===== src/shared/snv_map.svh =====
`ifndef SNV_MAP_SVH
`define SNV_MAP_SVH
// ****************************************
// Device map and command codes
// ****************************************
`define SNV_A_CMD      9'h060
`define SNV_A_CS       9'h061
`define SNV_A_CFG2     9'h0AB
`define SNV_A_UPD      9'h1FD
`define SNV_C_COPY     16'hE904
`define SNV_C_RECALL   16'hE001
`define SNV_C_HIST     8'hE2
`define SNV_C_FULLRST  16'h000F
`define SNV_C_FWRST    16'h8000
`define SNV_C_UNLOCK   16'h0000
`define SNV_C_LOCK     16'h00F9
`define SNV_H_CFG      8'h9B
`define SNV_H_LOG      8'h9C
`define SNV_H_SEC      8'h9D
`define SNV_H_LO       8'h2E
`define SNV_H_HI       8'h91
`define SNV_FW_BIT     15
`define SNV_ERR_BIT    2
`define SNV_UPD_TOTAL  4'h8
// ****************************************
// Timing
// ****************************************
`define SNV_CLK_NS        20
`define SNV_T_RESET_NS    10000000
`define SNV_T_BLOCK_NS    8000000
`define SNV_T_RECALL_NS   1000000
`define SNV_T_RESET_CYC   ((`SNV_T_RESET_NS + `SNV_CLK_NS - 1) / `SNV_CLK_NS)
`define SNV_T_BLOCK_CYC   ((`SNV_T_BLOCK_NS + `SNV_CLK_NS - 1) / `SNV_CLK_NS)
`define SNV_T_RECALL_CYC  ((`SNV_T_RECALL_NS + `SNV_CLK_NS - 1) / `SNV_CLK_NS)
// ****************************************
// Controller registers
// ****************************************
`define SNV_R_CTRL    3'h0
`define SNV_R_ADDR    3'h1
`define SNV_R_WDATA   3'h2
`define SNV_R_STATUS  3'h3
`define SNV_R_RDATA   3'h4
`endif


===== src/shared/snv_pkg.sv =====
package snv_pkg;
    typedef enum logic [3:0] {
        OP_NONE = 4'h0, OP_UNLOCK = 4'h1, OP_LOCK = 4'h2, OP_WRITE = 4'h3,
        OP_READ = 4'h4, OP_COMMIT = 4'h5, OP_RECALL = 4'h6, OP_HIST = 4'h7,
        OP_QUERY = 4'h8
    } snv_op_t;
    typedef enum logic [3:0] {
        K_END = 4'h0, K_WR = 4'h1, K_RD = 4'h2, K_ERR = 4'h3, K_POLL = 4'h4,
        K_UPD = 4'h5, K_WBLK = 4'h6, K_WREC = 4'h7, K_WRST = 4'h8
    } snv_kind_t;
    typedef struct packed {
        snv_kind_t   kind;
        logic [8:0]  addr;
        logic [15:0] data;
    } snv_step_t;
    typedef struct packed {
        logic        req;
        logic        we;
        logic [8:0]  addr;
        logic [15:0] wdata;
    } snv_dev_req_t;
    typedef struct packed {
        logic        ack;
        logic [15:0] rdata;
    } snv_dev_rsp_t;
endpackage


===== src/hw/snv_dev_port.sv =====
`timescale 1ns/1ps
`include "snv_map.svh"
module snv_dev_port import snv_pkg::*; (
    // Clock and reset
    input  wire logic         ref_clk,
    input  wire logic         reset,
    // Word access request
    input  wire logic         start,
    input  wire logic         we,
    input  wire logic [8:0]   addr,
    input  wire logic [15:0]  wdata,
    output logic              done,
    output logic [15:0]       rdata,
    // Device register port
    output snv_dev_req_t      dev_req,
    input  wire snv_dev_rsp_t dev_rsp
);
    always_ff @(posedge ref_clk) begin
        if (reset) begin
            dev_req <= '0;
        end else if (start) begin
            dev_req <= '{req: 1'b1, we: we, addr: addr, wdata: wdata};
        end else if (dev_rsp.ack) begin
            dev_req.req <= 1'b0;
        end
    end
    always_ff @(posedge ref_clk) begin
        if (reset) begin
            done  <= 1'b0;
            rdata <= 16'h0000;
        end else begin
            done <= dev_req.req & dev_rsp.ack;
            if (dev_req.req & dev_rsp.ack & ~dev_req.we) begin
                rdata <= dev_rsp.rdata;
            end
        end
    end
endmodule


===== src/hw/snv_update_decode.sv =====
`timescale 1ns/1ps
`include "snv_map.svh"
module snv_update_decode (
    // Indicator word
    input  wire logic [15:0] word,
    // Decoded counts
    output logic [3:0]       used,
    output logic [3:0]       remaining
);
    logic [7:0] merged;
    logic [3:0] sum [0:8];
    // Both bytes carry the same thermometer; OR them so one bit dropped from either byte is tolerated.
    assign merged = word[15:8] | word[7:0];
    assign sum[0] = 4'h0;
    for (genvar i = 0; i < 8; i++) begin : g_cnt
        assign sum[i+1] = sum[i] + {3'h0, merged[i]};
    end
    assign used      = sum[8];
    assign remaining = `SNV_UPD_TOTAL - sum[8];
endmodule


===== src/hw/snv_host_ctrl.sv =====
`timescale 1ns/1ps
`include "snv_map.svh"
module snv_host_ctrl import snv_pkg::*; #(
    parameter int RESET_CYC  = `SNV_T_RESET_CYC,
    parameter int BLOCK_CYC  = `SNV_T_BLOCK_CYC,
    parameter int RECALL_CYC = `SNV_T_RECALL_CYC
) (
    // Clock and reset
    input  wire logic         ref_clk,
    input  wire logic         reset,
    // Wishbone slave
    input  wire logic         wb_cyc_i,
    input  wire logic         wb_stb_i,
    input  wire logic         wb_we_i,
    input  wire logic [7:0]   wb_adr_i,
    input  wire logic [3:0]   wb_sel_i,
    input  wire logic [31:0]  wb_dat_i,
    output logic [31:0]       wb_dat_o,
    output logic              wb_ack_o,
    // Device register port
    output snv_dev_req_t      dev_req,
    input  wire snv_dev_rsp_t dev_rsp
);
    // ****************************************
    // State
    // ****************************************
    typedef enum logic [2:0] {
        S_IDLE  = 3'b000,
        S_FETCH = 3'b001,
        S_ACC   = 3'b010,
        S_WAIT  = 3'b011,
        S_DONE  = 3'b100
    } snv_state_t;

    snv_state_t  st_ff;
    snv_op_t     op_ff;
    logic [3:0]  pc_ff;
    logic [7:0]  sub_ff;
    logic [8:0]  addr_ff;
    logic [15:0] wdata_ff;
    logic [15:0] rd_ff;
    logic [23:0] wcnt_ff;
    logic        done_ff;
    logic        err_ff;
    logic        refused_ff;
    logic        upd_ok_ff;
    logic [3:0]  used_ff;
    logic [3:0]  rem_ff;
    snv_step_t   cur;
    logic        acc_start;
    logic        acc_done;
    logic [15:0] acc_rdata;
    logic [3:0]  dec_used;
    logic [3:0]  dec_rem;
    logic        bus_req;
    logic        bus_wr;
    logic        ctrl_wr;
    logic        op_ok;
    logic        exhausted;
    logic        go;
    logic        poll_again;
    logic        copy_bad;

    // ****************************************
    // Sequence table
    // ****************************************
    function automatic snv_step_t mk(input snv_kind_t k, input logic [8:0] a,
                                     input logic [15:0] d);
        snv_step_t s;
        s.kind = k;
        s.addr = a;
        s.data = d;
        return s;
    endfunction

    function automatic snv_step_t seq_step(input snv_op_t op, input logic [3:0] pc,
                                           input logic [7:0] sub, input logic [8:0] a,
                                           input logic [15:0] d);
        snv_step_t s;
        s = mk(K_END, 9'h000, 16'h0000);
        case (op)
            OP_UNLOCK, OP_HIST, OP_QUERY: begin
                case (pc)
                    4'h0, 4'h1: s = mk(K_WR, `SNV_A_CS, `SNV_C_UNLOCK);
                    4'h2: s = mk(K_WR, `SNV_A_CMD, (op == OP_QUERY) ?
                                 {`SNV_C_HIST, `SNV_H_CFG} : {`SNV_C_HIST, sub});
                    4'h3: s = mk(K_WREC, 9'h000, 16'h0000);
                    4'h4: s = mk(K_UPD, `SNV_A_UPD, 16'h0000);
                    4'h5, 4'h6: s = mk(K_WR, `SNV_A_CS, `SNV_C_LOCK);
                    default: s = mk(K_END, 9'h000, 16'h0000);
                endcase
                if (op == OP_UNLOCK && pc > 4'h1) begin
                    s = mk(K_END, 9'h000, 16'h0000);
                end
                if (op == OP_HIST && pc > 4'h3) begin
                    s = mk(K_END, 9'h000, 16'h0000);
                end
            end
            OP_LOCK: begin
                if (pc < 4'h2) begin
                    s = mk(K_WR, `SNV_A_CS, `SNV_C_LOCK);
                end
            end
            OP_WRITE: begin
                if (pc == 4'h0) begin
                    s = mk(K_WR, a, d);
                end
            end
            OP_READ: begin
                if (pc == 4'h0) begin
                    s = mk(K_RD, a, 16'h0000);
                end
            end
            OP_RECALL: begin
                case (pc)
                    4'h0: s = mk(K_WR, `SNV_A_CMD, `SNV_C_RECALL);
                    4'h1: s = mk(K_WREC, 9'h000, 16'h0000);
                    default: s = mk(K_END, 9'h000, 16'h0000);
                endcase
            end
            OP_COMMIT: begin
                // Shadow words are written beforehand with single writes, then one copy.
                case (pc)
                    4'h0: s = mk(K_WR, `SNV_A_CS, `SNV_C_UNLOCK);
                    4'h1: s = mk(K_WR, `SNV_A_CMD, `SNV_C_COPY);
                    4'h2: s = mk(K_WBLK, 9'h000, 16'h0000);
                    4'h3: s = mk(K_ERR, `SNV_A_CS, 16'h0000);
                    4'h4: s = mk(K_WR, `SNV_A_CMD, `SNV_C_FULLRST);
                    4'h5: s = mk(K_WRST, 9'h000, 16'h0000);
                    4'h6, 4'h7: s = mk(K_WR, `SNV_A_CS, `SNV_C_UNLOCK);
                    4'h8: s = mk(K_WR, `SNV_A_CFG2, `SNV_C_FWRST);
                    4'h9: s = mk(K_POLL, `SNV_A_CFG2, 16'h0000);
                    4'hA, 4'hB: s = mk(K_WR, `SNV_A_CS, `SNV_C_LOCK);
                    default: s = mk(K_END, 9'h000, 16'h0000);
                endcase
            end
            default: s = mk(K_END, 9'h000, 16'h0000);
        endcase
        return s;
    endfunction

    assign cur = seq_step(op_ff, pc_ff, sub_ff, addr_ff, wdata_ff);

    // ****************************************
    // Order decode
    // ****************************************
    assign bus_req   = wb_cyc_i & wb_stb_i & ~wb_ack_o;
    assign bus_wr    = bus_req & wb_we_i & (wb_sel_i[1:0] == 2'b11);
    assign ctrl_wr   = bus_wr & (wb_adr_i[4:2] == `SNV_R_CTRL);
    // A query already showed every update spent; another copy would only wear the array.
    assign exhausted = upd_ok_ff & (rem_ff == 4'h0);
    always_comb begin
        op_ok = 1'b1;
        case (snv_op_t'(wb_dat_i[3:0]))
            OP_UNLOCK, OP_LOCK, OP_WRITE, OP_READ, OP_RECALL, OP_QUERY: op_ok = 1'b1;
            OP_COMMIT: op_ok = ~exhausted;
            OP_HIST: op_ok = (wb_dat_i[15:8] >= `SNV_H_CFG && wb_dat_i[15:8] <= `SNV_H_SEC)
                             || (wb_dat_i[15:8] >= `SNV_H_LO
                                 && wb_dat_i[15:8] <= `SNV_H_HI);
            default: op_ok = 1'b0;
        endcase
    end
    // Orders arriving while a sequence runs are dropped, never queued.
    assign go = ctrl_wr & (st_ff == S_IDLE) & op_ok;
    assign acc_start  = (st_ff == S_FETCH) & (cur.kind inside {K_WR, K_RD, K_ERR,
                                                               K_POLL, K_UPD});
    assign poll_again = (cur.kind == K_POLL) & acc_rdata[`SNV_FW_BIT];
    assign copy_bad   = (cur.kind == K_ERR) & acc_rdata[`SNV_ERR_BIT];

    // ****************************************
    // Sequencer
    // ****************************************
    always_ff @(posedge ref_clk) begin
        if (reset) begin
            st_ff <= S_IDLE;
            pc_ff <= 4'h0;
        end else begin
            case (st_ff)
                S_IDLE: begin
                    if (go) begin
                        st_ff <= S_FETCH;
                        pc_ff <= 4'h0;
                    end
                end
                S_FETCH: begin
                    case (cur.kind)
                        K_WR, K_RD, K_ERR, K_POLL, K_UPD: st_ff <= S_ACC;
                        K_WBLK, K_WREC, K_WRST: st_ff <= S_WAIT;
                        default: st_ff <= S_DONE;
                    endcase
                end
                S_ACC: begin
                    if (acc_done) begin
                        if (copy_bad) begin
                            st_ff <= S_DONE;
                        end else begin
                            st_ff <= S_FETCH;
                            if (!poll_again) begin
                                pc_ff <= pc_ff + 4'h1;
                            end
                        end
                    end
                end
                S_WAIT: begin
                    if (wcnt_ff == 24'h000000) begin
                        st_ff <= S_FETCH;
                        pc_ff <= pc_ff + 4'h1;
                    end
                end
                S_DONE: st_ff <= S_IDLE;
                default: st_ff <= S_IDLE;
            endcase
        end
    end

    always_ff @(posedge ref_clk) begin
        if (reset) begin
            wcnt_ff <= 24'h000000;
        end else if (st_ff == S_FETCH) begin
            case (cur.kind)
                K_WBLK: wcnt_ff <= 24'(BLOCK_CYC - 1);
                K_WREC: wcnt_ff <= 24'(RECALL_CYC - 1);
                K_WRST: wcnt_ff <= 24'(RESET_CYC - 1);
                default: wcnt_ff <= 24'h000000;
            endcase
        end else if (wcnt_ff != 24'h000000) begin
            wcnt_ff <= wcnt_ff - 24'h000001;
        end
    end

    // ****************************************
    // Orders and results
    // ****************************************
    always_ff @(posedge ref_clk) begin
        if (reset) begin
            op_ff    <= OP_NONE;
            sub_ff   <= 8'h00;
            addr_ff  <= 9'h000;
            wdata_ff <= 16'h0000;
        end else begin
            if (go) begin
                op_ff  <= snv_op_t'(wb_dat_i[3:0]);
                sub_ff <= wb_dat_i[15:8];
            end
            if (bus_wr && wb_adr_i[4:2] == `SNV_R_ADDR && st_ff == S_IDLE) begin
                addr_ff <= wb_dat_i[8:0];
            end
            if (bus_wr && wb_adr_i[4:2] == `SNV_R_WDATA && st_ff == S_IDLE) begin
                wdata_ff <= wb_dat_i[15:0];
            end
        end
    end

    always_ff @(posedge ref_clk) begin
        if (reset) begin
            done_ff    <= 1'b0;
            err_ff     <= 1'b0;
            refused_ff <= 1'b0;
            rd_ff      <= 16'h0000;
        end else begin
            if (go) begin
                done_ff    <= 1'b0;
                refused_ff <= 1'b0;
            end else if (ctrl_wr && st_ff == S_IDLE) begin
                refused_ff <= 1'b1;
            end else if (st_ff == S_DONE) begin
                done_ff <= 1'b1;
            end
            if (go && wb_dat_i[3:0] == OP_COMMIT) begin
                err_ff <= 1'b0;
            end else if (st_ff == S_ACC && acc_done && cur.kind == K_ERR) begin
                err_ff <= acc_rdata[`SNV_ERR_BIT];
            end
            if (st_ff == S_ACC && acc_done && cur.kind == K_RD) begin
                rd_ff <= acc_rdata;
            end
        end
    end

    always_ff @(posedge ref_clk) begin
        if (reset) begin
            upd_ok_ff <= 1'b0;
            used_ff   <= 4'h0;
            rem_ff    <= 4'h0;
        end else if (st_ff == S_ACC && acc_done && cur.kind == K_UPD) begin
            upd_ok_ff <= 1'b1;
            used_ff   <= dec_used;
            rem_ff    <= dec_rem;
        end else if (st_ff == S_ACC && acc_done && cur.kind == K_ERR) begin
            upd_ok_ff <= 1'b0;
        end
    end

    // ****************************************
    // Wishbone answer
    // ****************************************
    always_ff @(posedge ref_clk) begin
        if (reset) begin
            wb_ack_o <= 1'b0;
            wb_dat_o <= 32'h00000000;
        end else begin
            wb_ack_o <= bus_req;
            wb_dat_o <= 32'h00000000;
            if (bus_req && !wb_we_i) begin
                case (wb_adr_i[4:2])
                    `SNV_R_ADDR:   wb_dat_o <= {23'h000000, addr_ff};
                    `SNV_R_WDATA:  wb_dat_o <= {16'h0000, wdata_ff};
                    `SNV_R_STATUS: wb_dat_o <= {16'h0000, rem_ff, used_ff, 3'h0,
                                                refused_ff, upd_ok_ff, err_ff,
                                                done_ff, st_ff != S_IDLE};
                    `SNV_R_RDATA:  wb_dat_o <= {16'h0000, rd_ff};
                    default:       wb_dat_o <= 32'h00000000;
                endcase
            end
        end
    end

    // ****************************************
    // Submodules
    // ****************************************
    snv_dev_port u_port (
        .ref_clk (ref_clk),
        .reset   (reset),
        .start   (acc_start),
        .we      (cur.kind == K_WR),
        .addr    (cur.addr),
        .wdata   (cur.data),
        .done    (acc_done),
        .rdata   (acc_rdata),
        .dev_req (dev_req),
        .dev_rsp (dev_rsp)
    );

    snv_update_decode u_dec (
        .word      (acc_rdata),
        .used      (dec_used),
        .remaining (dec_rem)
    );
endmodule


===== config.mk =====
export PLATFORM = sky130hd
export DESIGN_NAME = snv_host_ctrl
export DESIGN_NICKNAME = d
export VERILOG_FILES = /design/src/shared/snv_pkg.sv /design/src/hw/snv_dev_port.sv /design/src/hw/snv_update_decode.sv /design/src/hw/snv_host_ctrl.sv
export VERILOG_INCLUDE_DIRS = /design/src /design/src/shared
export SDC_FILE = /design/constraint.sdc
export NUM_CORES = 1
export LEC_CHECK = 0
export ABC_AREA = 1
export BUFFER_PORTS_ARGS = -buffer_cell sky130_fd_sc_hd__buf_4
export CORE_AREA = 2 2 141 143
export CTS_CLUSTER_SIZE = 16
export DETAILED_ROUTE_END_ITERATION = 8
export DIE_AREA = 0 0 143 145
export SYNTH_ARGS = -nofsm -noshare
export SYNTH_HDL_FRONTEND = slang
export SYNTH_SLANG_ARGS = --single-unit

===== constraint.sdc =====
create_clock -name ref_clk -period 4.5 [get_ports ref_clk]
set_input_delay 0 -clock ref_clk [delete_from_list [all_inputs] [get_ports ref_clk]]
set_output_delay 0 -clock ref_clk [all_outputs]
set_load 0.005 [all_outputs]

# Yosys cells after proc, flatten, opt, wreduce, memory -nomap -nowiden

Memory sizes are Yosys's and may differ from the RTL's. A register that Yosys moved wholly into a read port is not among the register bits.
Cells that the tools add are included.
W data, S select, Z words.

Flip-flop bits (word level): 173
Memory bits (read-only): 416
Input port bits: 66
Output and inout port bits: 60
Word-level logic and storage cells: 174
Memories kept: 2

Add/sub/neg operators: 10
Magnitude comparators: 7
Equality and inequality tests: 44
Mux-type cells: 31
Bitwise logic cells: 19
Reductions and logical operators: 39

Memory list:

| memory           | words | bits a word | rd ports | clocked after memory_dff | wr ports | line                 | text |
|---|---|---|---|---|---|---|---|
| (name not given) | 16    | 23          | 1        | 1                        | 0        | snv_host_ctrl.sv:123 | `case (pc)` |
| (name not given) | 16    | 3           | 1        | 0                        | 0        | snv_host_ctrl.sv:186 | `case (cur.kind)` |

Operators with widths:

| kind                    | count |
|---|---|
| $pmux W29 S6            | 1 |
| $pmux W28 S5            | 1 |
| $pmux W16 S4            | 1 |
| $eq A4 B3 Y1 const B    | 15 |
| $mux W29                | 2 |
| $pmux W19 S3            | 1 |
| $pmux W28 S2            | 1 |
| $mux W26                | 2 |
| $mux W24                | 2 |
| $eq A4 B2 Y1 const B    | 8 |
| $mux W4                 | 7 |
| $mux W27                | 1 |
| $add A4 B1 Y4           | 6 |
| $logic_not A24 Y1       | 1 |
| $reduce_bool A24 Y1     | 1 |
| $sub A24 B1 Y24 const B | 1 |
| $eq A4 B1 Y1 const B    | 4 |
| $le A8 B8 Y1 const B    | 2 |
| $logic_and A1 B1 Y1     | 15 |
| $and A1 B1 Y1           | 13 |
| $eq A3 B2 Y1 const B    | 4 |
| $eq A4 B4 Y1 const B    | 3 |
| $mux W3                 | 4 |
| $pmux W3 S4             | 1 |
| other kinds (32)        | 53 |

# Logic depth before layout (Yosys ltp)

Depth after elaboration: 14
Mapped depth: 22
Mapped depth without buffers: 22

# Modules after synthesis

Synthesis repeated with hierarchy kept, for this count alone.

Cell total of the unflattened synthesis: 1,221
Area total of the unflattened synthesis: 8,516.9 sq um

By module, submodules not included:

| module            | times used | cells an instance | area each (sq um) | seq. area each (sq um) |
|---|---|---|---|---|
| snv_host_ctrl     | 1          | 957               | 6,595.1           | 2,542.4 |
| snv_dev_port      | 1          | 221               | 1,629.1           | 880.8 |
| snv_update_decode | 1          | 43                | 292.8             | 0.0 |

# Worst setup path before layout

No wires, ideal clock.

Kind: reg-to-reg
Start: register u_port.rdata[8]
End: register rem_ff[3]
Setup time: 86 ps
Arrival: 3,299 ps
Required time: 4,414 ps
Slack: 1,115 ps
Stages on the path, launching flop included: 13
Path buffers: 0
Period minus slack after synthesis: 3,385 ps
Path through: dfxtp_1 -> inv_1 -> nand2_1 -> ha_1 -> fa_1 -> fa_1 -> inv_1 -> fa_1 -> fa_1 -> xor2_1 -> nand3_1 -> xnor2_1 -> a211oi_1

Word-level cells in the longest chain between the ends: 9

Ends and longest elaborated chain:

| what                       | line                    | text |
|---|---|---|
| start, declared            | snv_dev_port.sv:13      | `output logic [15:0] rdata,` |
| start signal, assigned     | snv_dev_port.sv:34      | `rdata <= dev_rsp.rdata;` |
| $or A8 B8 Y8               | snv_update_decode.sv:13 | `assign merged = word[15:8] \| word[7:0];` |
| $add A1 B1 Y2              | snv_update_decode.sv:16 | `assign sum[i+1] = sum[i] + {3'h0, merged[i]};` |
| $add A4 B1 Y4 (6 in a row) | snv_update_decode.sv:16 |  |
| $sub A4 B4 Y4 (no line)    | n/a                     |  |
| end signal, assigned       | snv_host_ctrl.sv:288    | `rem_ff <= dec_rem;` |
| end, declared              | snv_host_ctrl.sv:48     | `logic [3:0] rem_ff;` |

No other way between the ends.
A chain may end at the register's enable or synchronous reset.

# Worst setup path in the final report

Ends and elaborated chain as after synthesis.

==> results.toml <==
[synth]
syn_inst = 1116
synth_top_area_share_pct = 42.0
synth.largest_area_cell = "dfxtp_1"
ys_seq_area_share_pct = 42.0
synth_commonest_cells = "192 x nand2_1, 170 x dfxtp_1, 142 x inv_1"
ys_types = 49
netlist_top_cells_area = "dfxtp_1 42%, nand2_1 8.9%, o21ai_0 7.5%"
synth-edff-count = 0
synth_area_um2 = 8110
ys_ff_latch = 170
async_reset_ff_share_pct = 0
synth_warnings = 0
syn_avg_cell_area_um2 = 7.26
yosysMostFrequentCell = "nand2_1"
ys.flop_type = "dfxtp_1"

[clock_tree]
cts.repair.resized = 0
clkSlewWorstSetupHoldPaths_ns = 0.06
clockBufferDepth = 2
htreeDepth = 4
numCtsBuffers = 17
clock-sinks = 170
clkLatencyLatePin_ns = 0.44
root_buffer = "clkbuf_16"
cts_tree = "done"

[worst_hold_path]
hold_depth = 2
hold_path_end = "st_ff[2]$_SDFFE_PP0P_"
min_path_type = "input port to flop"
min_from = "reset"

[worst_setup_path]
crit_arrival_ns = 3.93
required_ns = 4.85
critPathCaptureType = "flop"
cp_max_fo = 3
critPathLaunchType = "flop"
r2r_cells = 12
worst_r2r_endpoint = "rem_ff[3]$_SDFFE_PP0P_"
r2r_slack_ns = 0.93
r2r-start = "u_port.rdata[8]$_SDFFE_PP0P_"
path_class = "flop to flop"

[detailed_routing]
dr.first_iter.drc_count = 460
wire_per_inst_um = 15.0
viasPerCell = 5.01
post-route-drc-count = 0
drtAntennaViolNets = 0
num_vias = 7530
drt_pass1_iterations = 6
drt-total-wl_um = 22600

[die]
dieWidth_um = 143
ioPinCount = 126
die_h_um = 145
dieArea_um2 = 20700
num_rows = 51
coreArea_um2 = 19200
start_util_pct = 42.2

[timing]
whs_ns = 0.00963
period_needed_ns = 3.57
setup_violations = 0
period_share_pct = 79.4
fin_tns_setup_ns = 0
slew_headroom_pct = 32.6
drv_slew = 0
max_freq_mhz = 280
rsz0062_at_grt = "false"
worst_pin_slew_ns = 1.00
worst_clock_skew_ns = 0.0114
hold_viol = 0

[run]
drv_cap = 0

[grt]
grt_use_total_pct = 22.0
grt_pass1_vias = 7048
grt_start_max_net_pins = 51
grt_pass1_wl_um = 35900
grt.overflow.total = 0
antenna_found_initial = 0
use_met3_pct = 3.83
met2_usage_pct = 33.7
busiest_layer = "met2"
use_met1_pct = 31.3

[power_and_ir_drop]
leakagePower_nw = 4.16
pwr_density_cell_nw_per_um2 = 396
ir_worst_vdd_v = 0.000237
p_total_mw = 3.91

[final_layout]
final_nets = 1309
final_util_pct = 51.4
drive_above_1_share_pct = 14.7
antenna_cells = 0
area_growth_pct = 21.8

[placed_design]
post-dp-hpwl_um = 16400
portBuffers = 86
place.gp.congestion = 0.876

[status]
status = "completed"
-- registers in the layout, indices dropped and copies added (netlist names), 3 cells and up, named ones only --
signal and count:
pc_ff 4, rd_ff 16, op_ff 4, sub_ff 8, used_ff 4, st_ff 3, wb_dat_o 16, addr_ff 9
u_port.rdata 16, wdata_ff 16, wcnt_ff 24, rem_ff 3, u_port.dev_req 27
-- area by class of cell --
class	instances	area (um^2)
fillers	1922	9330
multi-input cells	752	3900
flip-flops and latches	170	3400
repair buffers	130	1070
inverters	154	578
clock buffers	20	457
well taps	265	332
clock inverters	12	136
-- cell usage in the layout, fill, tap and decap left out, types with 8 or more instances in the layout --
cell type	n
nor2_1	115
nor3_1	13
inv_1	141
o21ai_0	121
ha_1	14
nand3_2	12
a21oi_1	117
nand2_2	8
o211ai_1	9
inv_2	12
a31oi_1	16
a211oi_1	9
conb_1	16
nor2_2	11
dlygate4sd3_1	37
buf_4	93
dfxtp_1	170
nand2_1	192
nand3_1	37
clkbuf_16	17
-- stage by stage --
stage	cells	cell area [um^2]	setup WS, ns
finish	1503	9870	0.927
global route	1503	9870	0.672
CTS	1503	9870	0.909
detailed placement	1434	8910	0.921
global placement	1434	8910	0.973
floorplan	1131	8160	1.12
-- per-layer routing --
metal | up-vias | share of wire [%]
li1 | 3850 | -
met1 | 3422 | 48
met2 | 232 | 45
met3 | 26 | 5.5
met4 | 0 | 2.1
met5 | - | 0
-- worst max-delay path by stage --
stage | cells after the start | to | from | slack [ns]
3_3_place_gp | 12 | rem_ff[3]$_SDFFE_PP0P_ | u_port.rdata[0]$_SDFFE_PP0P_ | 0.97
5_1_grt | 12 | rem_ff[3]$_SDFFE_PP0P_ | u_port.rdata[1]$_SDFFE_PP0P_ | 0.67
3_5_place_dp | 12 | rem_ff[3]$_SDFFE_PP0P_ | u_port.rdata[1]$_SDFFE_PP0P_ | 0.92
2_1_floorplan | 12 | rem_ff[3]$_SDFFE_PP0P_ | u_port.rdata[8]$_SDFFE_PP0P_ | 1.12
6_report | 12 | rem_ff[3]$_SDFFE_PP0P_ | u_port.rdata[8]$_SDFFE_PP0P_ | 0.93
4_1_cts | 12 | rem_ff[3]$_SDFFE_PP0P_ | u_port.rdata[8]$_SDFFE_PP0P_ | 0.91
-- report_power, final --
group | internal [mW] | total [mW] | switching, mW
logic | 0.290 | 0.743 | 0.452
registers | 1.60 | 1.68 | 0.0772
clock network | 0.852 | 1.49 | 0.638
-- kinds of logic after synthesis --
kind of cell | Yosys count | share of synthesized area, %
compound gates | 303 | 20.7
xor+xnor | 8 | 0.864
fa+ha+maj | 18 | 3.15
buf+inv | 209 | 10.6
flops | 170 | 42.0
other cells | 1 | 0.0463
simple gates | 407 | 22.6
-- timing repair --
item / CTS / global route
buffers inserted: 0 / 0
hold endpoints to repair: 57 / 0
hold buffers: 37 / 0
-- critical path, stage by stage, from the launching register on --
cell and delay (ns):
dfxtp_1 0.30, inv_1 0.08, nand2_1 0.06, ha_1 0.32, fa_1 0.53, fa_1 0.56, inv_1 0.06, fa_1 0.45
fa_1 0.39, xor2_1 0.25, nand3_1 0.13, xnor2_1 0.15, a211oi_1 0.23
No activity file was read; power rests on OpenSTA's default activity.
